`src/logic/adcs_pkg.sv`:
```
package adcs_pkg;
  localparam int ADDR_W = 4;
  localparam logic [3:0] CTRL_OFFSET = 4'h0;
  localparam logic [3:0] RESULT_OFFSET = 4'h4;
  localparam int DATA_W = 8;
  localparam int COMPLETE_BIT = 7;
  localparam int POWER_BIT = 5;
  localparam int ZERO_BIT = 4;
  localparam int CHAN_LSB = 0;
  localparam int CHAN_W = 3;
  localparam int NUM_CHAN = 8;
  localparam logic [7:0] CTRL_RESET = 8'h00;
  localparam logic [7:0] RESULT_RESET = 8'h00;
  localparam logic [7:0] CTRL_WRITE_MASK = 8'h6F;
  localparam logic [7:0] CODE_FULL = 8'hFF;
  localparam logic [7:0] CODE_ZERO = 8'h00;
  localparam int CLK_MHZ = 250;
  localparam int STAB_TIME_US = 30;
  localparam int STAB_CYCLES = STAB_TIME_US * CLK_MHZ;
  localparam int CONV_CYCLES = 64;
  localparam int SAMPLE_HALF_CYCLES = 63;
  localparam int SAMPLE_CYCLES = (SAMPLE_HALF_CYCLES + 1) / 2;
  localparam int BIT_CYCLES = (CONV_CYCLES - SAMPLE_CYCLES) / DATA_W;

  typedef enum logic [1:0] {
    ST_OFF,
    ST_STAB,
    ST_SAMPLE,
    ST_APPROX
  } adcs_state_type;

  typedef struct packed {
    logic [ADDR_W-1:0] addr;
    logic [7:0] wdata;
    logic wr;
    logic rd;
  } adcs_bus_type;

  typedef struct packed {
    logic complete;
    logic powerOn;
    logic [CHAN_W-1:0] chanSel;
  } adcs_ctrl_type;
endpackage

```
`src/logic/adcs_sequencer.sv`:
```
// Function
// - Every finished 8-bit unsigned code lands in the read-only result register
// - Three low control bits choose analog input n, values 0 to 7
// - After power-on wait about 30 us, then convert continuously without trigger
// - Each conversion takes 64 clocks, first 32 of them sampling
// - Conversion end sets bit 7 complete flag with result present, no interrupt
// - Any control write aborts conversion, clears flag, restarts with new settings
// - Reading the result register clears the complete flag
// - Input at or above high reference gives FFh, at or below low gives 00h
// - Codes are monotonic in the input
// - Code follows 255 times input over reference span
// - Bit 5 powers converter on when set, off when clear
// - Wait low-power mode leaves the converter untouched
// - Halt disables the converter; wake-up needs fresh stabilisation
// - Bit 4 of the control register always reads zero
`timescale 1ns/1ps
module adcs_sequencer #(
  parameter int STAB_COUNT = adcs_pkg::STAB_CYCLES
) (
  input wire logic clk,
  input wire logic nrst,
  input wire logic [adcs_pkg::ADDR_W-1:0] regAddr,
  input wire logic [7:0] regWdata,
  input wire logic regWr,
  input wire logic regRd,
  output logic [7:0] regRdata,
  input wire logic haltMode,
  input wire logic waitMode,
  input wire logic compHigher,
  output logic [adcs_pkg::CHAN_W-1:0] muxSelect,
  output logic sampleEnable,
  output logic [7:0] dacCode,
  output logic analogPowerOn
);
  logic rstSync1_r;
  logic rstSync2_r;
  logic rstN;
  logic compSync1_r;
  logic compSync2_r;
  logic haltSync1_r;
  logic haltSync2_r;

  always_ff @(posedge clk or negedge nrst) begin
    if (!nrst) begin
      rstSync1_r <= 1'b0;
      rstSync2_r <= 1'b0;
    end else begin
      rstSync1_r <= 1'b1;
      rstSync2_r <= rstSync1_r;
    end
  end
  assign rstN = rstSync2_r;

  // The comparator and halt come from the analog/clock side, so synchronise
  always_ff @(posedge clk or negedge rstN) begin
    if (!rstN) begin
      compSync1_r <= 1'b0;
      compSync2_r <= 1'b0;
    end else begin
      compSync1_r <= compHigher;
      compSync2_r <= compSync1_r;
    end
  end

  // Halt is a level; two flops are enough since only its steady value matters
  always_ff @(posedge clk or negedge rstN) begin
    if (!rstN) begin
      haltSync1_r <= 1'b0;
      haltSync2_r <= 1'b0;
    end else begin
      haltSync1_r <= haltMode;
      haltSync2_r <= haltSync1_r;
    end
  end

  adcs_pkg::adcs_bus_type bus;
  assign bus.addr = regAddr;
  assign bus.wdata = regWdata;
  assign bus.wr = regWr;
  assign bus.rd = regRd;

  adcs_pkg::adcs_ctrl_type ctrl_r;
  adcs_pkg::adcs_ctrl_type ctrl_nxt;
  logic [7:0] result_r;
  logic [7:0] result_nxt;
  logic [7:0] rdata_r;
  logic [7:0] rdata_nxt;
  logic [7:0] sar_r;
  logic [7:0] sar_nxt;
  logic [2:0] bitIdx_r;
  logic [2:0] bitIdx_nxt;
  logic [12:0] stabCnt_r;
  logic [12:0] stabCnt_nxt;
  logic [5:0] phaseCnt_r;
  logic [5:0] phaseCnt_nxt;
  adcs_pkg::adcs_state_type state_r;
  adcs_pkg::adcs_state_type state_nxt;
  logic ctrlWrite;
  logic resultRead;
  logic convDone;
  logic powered;
  logic [7:0] trial;
  logic [7:0] bitMask;
  logic [7:0] bitMaskNxt;
  logic sampleOut_r;
  logic sampleOut_nxt;
  logic powerOut_r;
  logic powerOut_nxt;
  logic [7:0] dacOut_r;
  logic [7:0] dacOut_nxt;

  // One-hot mask of the bit under test, MSB first
  for (genvar b = 0; b < adcs_pkg::DATA_W; b++) begin : g_mask
    assign bitMask[b] = (bitIdx_r == 3'(adcs_pkg::DATA_W - 1 - b));
    assign bitMaskNxt[b] = (bitIdx_nxt == 3'(adcs_pkg::DATA_W - 1 - b));
  end

  assign ctrlWrite = bus.wr && (bus.addr == adcs_pkg::CTRL_OFFSET);
  assign resultRead = bus.rd && (bus.addr == adcs_pkg::RESULT_OFFSET);
  // Wait mode is deliberately not consulted anywhere
  assign powered = ctrl_r.powerOn && !haltSync2_r;

  // Trial code: keep decided bits, set the bit under test
  always_comb begin
    trial = sar_r | bitMask;
  end

  always_comb begin
    state_nxt = state_r;
    stabCnt_nxt = stabCnt_r;
    phaseCnt_nxt = phaseCnt_r;
    sar_nxt = sar_r;
    bitIdx_nxt = bitIdx_r;
    convDone = 1'b0;
    case (state_r)
      adcs_pkg::ST_OFF: begin
        if (powered) begin
          state_nxt = adcs_pkg::ST_STAB;
          stabCnt_nxt = '0;
        end
      end
      adcs_pkg::ST_STAB: begin
        if (stabCnt_r == 13'(STAB_COUNT - 1)) begin
          state_nxt = adcs_pkg::ST_SAMPLE;
          phaseCnt_nxt = '0;
        end else begin
          stabCnt_nxt = stabCnt_r + 13'h1;
        end
      end
      adcs_pkg::ST_SAMPLE: begin
        phaseCnt_nxt = phaseCnt_r + 6'h1;
        if (phaseCnt_r == 6'(adcs_pkg::SAMPLE_CYCLES - 1)) begin
          state_nxt = adcs_pkg::ST_APPROX;
          sar_nxt = adcs_pkg::CODE_ZERO;
          bitIdx_nxt = '0;
        end
      end
      adcs_pkg::ST_APPROX: begin
        phaseCnt_nxt = phaseCnt_r + 6'h1;
        // Keep a trial bit only when the input is at or above its level, so
        // a full-scale input saturates at FFh and ground gives 00h
        if (phaseCnt_r[1:0] == 2'(adcs_pkg::BIT_CYCLES - 1)) begin
          sar_nxt = compSync2_r ? trial : sar_r;
          bitIdx_nxt = bitIdx_r + 3'h1;
        end
        if (phaseCnt_r == 6'(adcs_pkg::CONV_CYCLES - 1)) begin
          convDone = 1'b1;
          state_nxt = adcs_pkg::ST_SAMPLE;
          phaseCnt_nxt = '0;
        end
      end
      default: state_nxt = adcs_pkg::ST_OFF;
    endcase
    // Abort and restart from sampling; stabilisation is not repeated
    if (ctrlWrite && state_r != adcs_pkg::ST_OFF && state_r != adcs_pkg::ST_STAB) begin
      state_nxt = adcs_pkg::ST_SAMPLE;
      phaseCnt_nxt = '0;
      convDone = 1'b0;
    end
    if (!powered) begin
      state_nxt = adcs_pkg::ST_OFF;
      convDone = 1'b0;
    end
  end

  // Final bit decided on the last cycle, so fold it into the stored code
  always_comb begin
    ctrl_nxt = ctrl_r;
    result_nxt = result_r;
    if (convDone) begin
      result_nxt = compSync2_r ? trial : sar_r;
    end
    if (resultRead) begin
      ctrl_nxt.complete = 1'b0;
    end
    if (ctrlWrite) begin
      ctrl_nxt.powerOn = bus.wdata[adcs_pkg::POWER_BIT];
      ctrl_nxt.chanSel = bus.wdata[adcs_pkg::CHAN_LSB +: adcs_pkg::CHAN_W];
      ctrl_nxt.complete = 1'b0;
    end
    // Completion set wins over a same-cycle read clear
    if (convDone) begin
      ctrl_nxt.complete = 1'b1;
    end
  end

  // Read data stand for one cycle only; the idle value is zero
  always_comb begin
    rdata_nxt = 8'h00;
    if (bus.rd) begin
      if (bus.addr == adcs_pkg::CTRL_OFFSET) begin
        rdata_nxt[adcs_pkg::COMPLETE_BIT] = ctrl_r.complete;
        rdata_nxt[adcs_pkg::POWER_BIT] = ctrl_r.powerOn;
        rdata_nxt[adcs_pkg::ZERO_BIT] = 1'b0;
        rdata_nxt[adcs_pkg::CHAN_LSB +: adcs_pkg::CHAN_W] = ctrl_r.chanSel;
      end else if (bus.addr == adcs_pkg::RESULT_OFFSET) begin
        rdata_nxt = result_r;
      end else begin
        rdata_nxt = 8'h00;
      end
    end
  end

  // Outputs are registered from next values, so the analog side sees
  // glitch-free levels without an extra cycle of delay
  always_comb begin
    sampleOut_nxt = (state_nxt == adcs_pkg::ST_SAMPLE);
    powerOut_nxt = ctrl_nxt.powerOn && !haltSync1_r;
    dacOut_nxt = adcs_pkg::CODE_ZERO;
    if (state_nxt == adcs_pkg::ST_APPROX) begin
      dacOut_nxt = sar_nxt | bitMaskNxt;
    end
  end

  always_ff @(posedge clk or negedge rstN) begin
    if (!rstN) begin
      state_r <= adcs_pkg::ST_OFF;
      stabCnt_r <= '0;
      phaseCnt_r <= '0;
      sar_r <= adcs_pkg::CODE_ZERO;
      bitIdx_r <= '0;
    end else begin
      state_r <= state_nxt;
      stabCnt_r <= stabCnt_nxt;
      phaseCnt_r <= phaseCnt_nxt;
      sar_r <= sar_nxt;
      bitIdx_r <= bitIdx_nxt;
    end
  end

  always_ff @(posedge clk or negedge rstN) begin
    if (!rstN) begin
      ctrl_r <= '0;
      result_r <= adcs_pkg::RESULT_RESET;
    end else begin
      ctrl_r <= ctrl_nxt;
      result_r <= result_nxt;
    end
  end

  always_ff @(posedge clk or negedge rstN) begin
    if (!rstN) begin
      rdata_r <= 8'h00;
    end else begin
      rdata_r <= rdata_nxt;
    end
  end

  always_ff @(posedge clk or negedge rstN) begin
    if (!rstN) begin
      sampleOut_r <= 1'b0;
      powerOut_r <= 1'b0;
      dacOut_r <= adcs_pkg::CODE_ZERO;
    end else begin
      sampleOut_r <= sampleOut_nxt;
      powerOut_r <= powerOut_nxt;
      dacOut_r <= dacOut_nxt;
    end
  end

  assign regRdata = rdata_r;
  assign muxSelect = ctrl_r.chanSel;
  assign sampleEnable = sampleOut_r;
  assign dacCode = dacOut_r;
  // Equal to the internal powered term, one flop later from its next value
  assign analogPowerOn = powerOut_r;
endmodule

```
`config.mk`:
```
export PLATFORM = sky130hd
export DESIGN_NAME = adcs_sequencer
export DESIGN_NICKNAME = d
export VERILOG_FILES = /design/src/logic/adcs_pkg.sv /design/src/logic/adcs_sequencer.sv
export SDC_FILE = /design/constraint.sdc
export NUM_CORES = 1
export LEC_CHECK = 0
export BUFFER_PORTS_ARGS = -buffer_cell sky130_fd_sc_hd__buf_2
export CAP_MARGIN = 10
export CORE_ASPECT_RATIO = 1.1
export CORE_UTILIZATION = 40
export CTS_CLUSTER_SIZE = 8
export DETAILED_ROUTE_END_ITERATION = 16
export SLEW_MARGIN = 25
export SYNTH_ARGS = -nofsm -noshare
export SYNTH_HDL_FRONTEND = slang
export SYNTH_SLANG_ARGS = --single-unit
```
`constraint.sdc`:
```
create_clock -name clk -period 2.43 [get_ports clk]
set_input_delay 0.243 -clock clk [delete_from_list [all_inputs] [get_ports clk]]
set_output_delay 0.243 -clock clk [all_outputs]
set_load 0.01 [all_outputs]
```
==> flow_metrics.py <==
metrics = {
    "setup_path": {
        "slowest_stage": "or4b_1",
        "r2r-end": "dacCode[2]",
        "reg2reg_slack_ns": 0.27,
        "arrival_ns": 2.39,
        "startpoint": "phaseCnt_r[0]",
        "r2r_start": "phaseCnt_r[0]",
        "crit_type": "flop to flop",
        "r2r_cells": 6,
        "crit_family": "simple AND/OR/NAND/NOR gates",
        "worstPathCellList": "ha_1, nand4_2, or4b_1, a22o_1, a21oi_1, nor2_1",
        "critical_path_required_ns": 2.66,
        "crit_end": "dacCode[2]",
        "end_kind": "flop",
        "critical_path_buf_inv_count": 0,
        "startpoint_type": "flop",
        "cp_max_fo": 10,
        "cp_slowest_stage_delay_ns": 0.71,
        "crit_cells": 6,
    },
    "timing": {
        "setup_slack_ns": 0.272,
        "skew_ns": 0.00865,
        "min_period_over_period": 0.888,
        "tightest_slew_ns": 0.653,
        "slew_viol_final": 0,
        "rsz0062_at_grt": "no",
        "max_slew_margin": 0.565,
        "hold_viol_final": 0,
        "setup_violations": 0,
        "finalSetupTns_ns": 0,
        "fmax_mhz": 463,
        "fin_crit_ns": 2.16,
    },
    "floorplan": {
        "die_w_um": 87.0,
        "start_util": 0.421,
        "dieArea_um2": 8310,
        "die_y_um": 95.5,
        "core_area_um2": 7560,
        "io_pins": 40,
        "rows": 33,
    },
    "clock_tree": {
        "postCtsSetupBuffers": 0,
        "cts_tree": "done",
        "hold_buffers": 3,
        "clkTransAtPathRegs_ns": 0.08,
        "htreeDepth": 3,
        "cts_buffers": 9,
        "cts_resized": 0,
        "insertion_delay_ns": 0.35,
        "root_buffer": "clkbuf_8",
        "clock-sinks": 69,
        "ctsLongestPathBuffers": 2,
    },
    "power_and_ir_drop": {
        "ir_worst_vdd_uv": 359,
        "p_switching_uw": 632,
        "p_int_uw": 1770,
        "netSwitchingFraction": 0.263,
        "power.density_nw_per_um2": 652,
        "p_total_uw": 2400,
        "leakagePower_uw": 0.00175,
        "power_frac_clock": 0.394,
        "pwr-share-seq": 0.522,
        "comb_power_share": 0.084,
    },
    "status": {
        "outcome": "finished clean",
    },
    "logic_synthesis": {
        "synthFlopType": "dfrtp_1",
        "ys_async_sr_fraction": 1.00,
        "yosysUniqueCellTypes": 60,
        "synth.area.top_cells": "dfrtp_1, nor2_1, a21oi_1",
        "yosys_warnings": 0,
        "synth_top_area_frac": 0.543,
        "seq_area_frac_synth": 0.543,
        "synth-seq-cells": 69,
        "syn_nets": 329,
        "synth_area_um2": 3180,
        "avgSynthCellArea_um2": 10.5,
        "synth_common_cells": "dfrtp_1, nor2_1, nand2_1",
        "synth-edff-count": 0,
        "post-synth-top-count-cell": "dfrtp_1",
        "synth_cells": 302,
        "synth_top_area_cell": "dfrtp_1",
    },
    "job": {
        "maxCapViolations": 0,
    },
    "global_routing": {
        "overflow": 0,
        "antenna_found_initial": 0,
        "grt_usage": 0.175,
        "grt_max_degree": 40,
        "grt_pass1_vias": 2257,
        "grt_pass1_wl_um": 10900,
    },
    "detailed_routing": {
        "routedWlPerCell_um": 14.1,
        "firstDrtPassIters": 4,
        "drtIter0Drc": 148,
        "viasPerCell": 5.08,
        "drt-total-wl_um": 6400,
        "vias": 2303,
        "drtAntennaViolNets": 0,
        "route.detailed.drc": 0,
    },
    "placement": {
        "globalplace.congestion": 0.845,
        "hpwl_um": 4410,
        "detailed_place.area_um2": 3460,
        "place_ws_ns": 0.275,
        "io_buffers": 34,
    },
    "final_layout": {
        "nNetsFinal": 370,
        "drive_gt1_frac": 0.224,
        "syn2layout_area_growth_pct": 16.0,
        "finalInstanceArea_um2": 3690,
        "antenna_cells": 0,
    },
    "min_path": {
        "hold_path_class": "input pin to flop",
    },
}
==> flip-flops by register name, indices dropped and copies added, names as in the netlist <==
name / flops
analogPowerOn: 1
bitIdx_r: 3
compSync1_r: 1
compSync2_r: 1
ctrl_r: 2
dacCode: 8
haltSync1_r: 1
haltSync2_r: 1
muxSelect: 3
phaseCnt_r: 6
regRdata: 8
result_r: 8
rstN: 1
rstSync1_r: 1
sampleEnable: 1
sar_r: 8
stabCnt_r: 13
state_r: 2
==> per-layer routing <==
metal  wire, um  share of wire  GRT usage
met5          0              0          0
met2       2820           0.44      0.267
met1       3180           0.50      0.229
met3        228          0.036     0.0320
met4        180          0.028      0.108
==> cell families (layout without fill, tap and decap cells) <==
logic type	after synthesis	after routing	synth area share
AOI/OAI and AO/OA	68	68	0.143
buffers and inverters	27	73	0.0461
muxes	12	12	0.0398
adders and majority gates	8	8	0.0315
and+or+nand+nor	112	112	0.181
DFF	69	69	0.543
other	1	1	0.00118
xor gates and xnor gates	5	5	0.0138
==> worst register-to-register path, cell delays in order (launching register included) <==
cell and delay, ns:
dfrtp_1 0.42, ha_1 0.22, nand4_2 0.14, or4b_1 0.71, a22o_1 0.35, a21oi_1 0.13
nor2_1 0.06
==> placed cells by master (no fill, tap or decap), drive strengths merged, types with 2 or more instances in the layout <==
cell and instances:
a211oi 2, a21o 2, a21oi 22, a22o 7, a31oi 3, a32o 2, a41oi 2, and2 2
and3 6, buf 43, clkbuf 9, clkinv 3, dfrtp 69, dlygate4sd3 3, ha 8, inv 13
mux2 5, mux2i 7, nand2 26, nand2b 4, nand3 11, nand4 3, nor2 31, nor2b 4
nor3 9, o21ai 18, o21ba 2, o22ai 2, or2 2, or3 4, or4 2, or4b 2
xnor2 3, xor2 2
==> worst min-delay path by stage <==
stage	startpoint	end	slack (ns)	cells after the start
after floorplan	nrst	rstN	-0.05	0
after global placement	nrst	rstSync1_r	0.03	1
after detailed placement	nrst	rstSync1_r	0.03	1
after CTS	regWdata[2]	muxSelect[2]	0.10	2
after global routing	regWdata[2]	muxSelect[2]	0.11	2
final	regWdata[2]	muxSelect[2]	0.12	2
==> area by class of cell <==
cell class / instances / area (um2)
multi-input cells: 206 / 1310
clock buffers: 9 / 124
flip-flops and latches: 69 / 1730
inverters: 11 / 43.8
fillers: 706 / 3870
well taps: 105 / 131
repair buffers: 46 / 280
clock inverters: 7 / 73.8
==> power groups by stage <==
stage | Clock [uW] | Combinational [uW] | Sequential [uW]
finish | 948 | 202 | 1250
global route | 1020 | 233 | 1270
CTS | 975 | 205 | 1260
detailed placement | 0 | 202 | 1280
global placement | 0 | 195 | 1280
floorplan | 0 | 166 | 1260
==> per-stage QoR <==
step,hold slack (ns),instances,util
6_report,0.117,453,0.488
4_1_cts,0.105,453,0.488
3_5_place_dp,0.0299,434,0.458
5_1_grt,0.106,453,0.488
2_1_floorplan,-0.0526,302,-
3_3_place_gp,0.0272,434,0.458
Power figures use the tool's default switching activity.
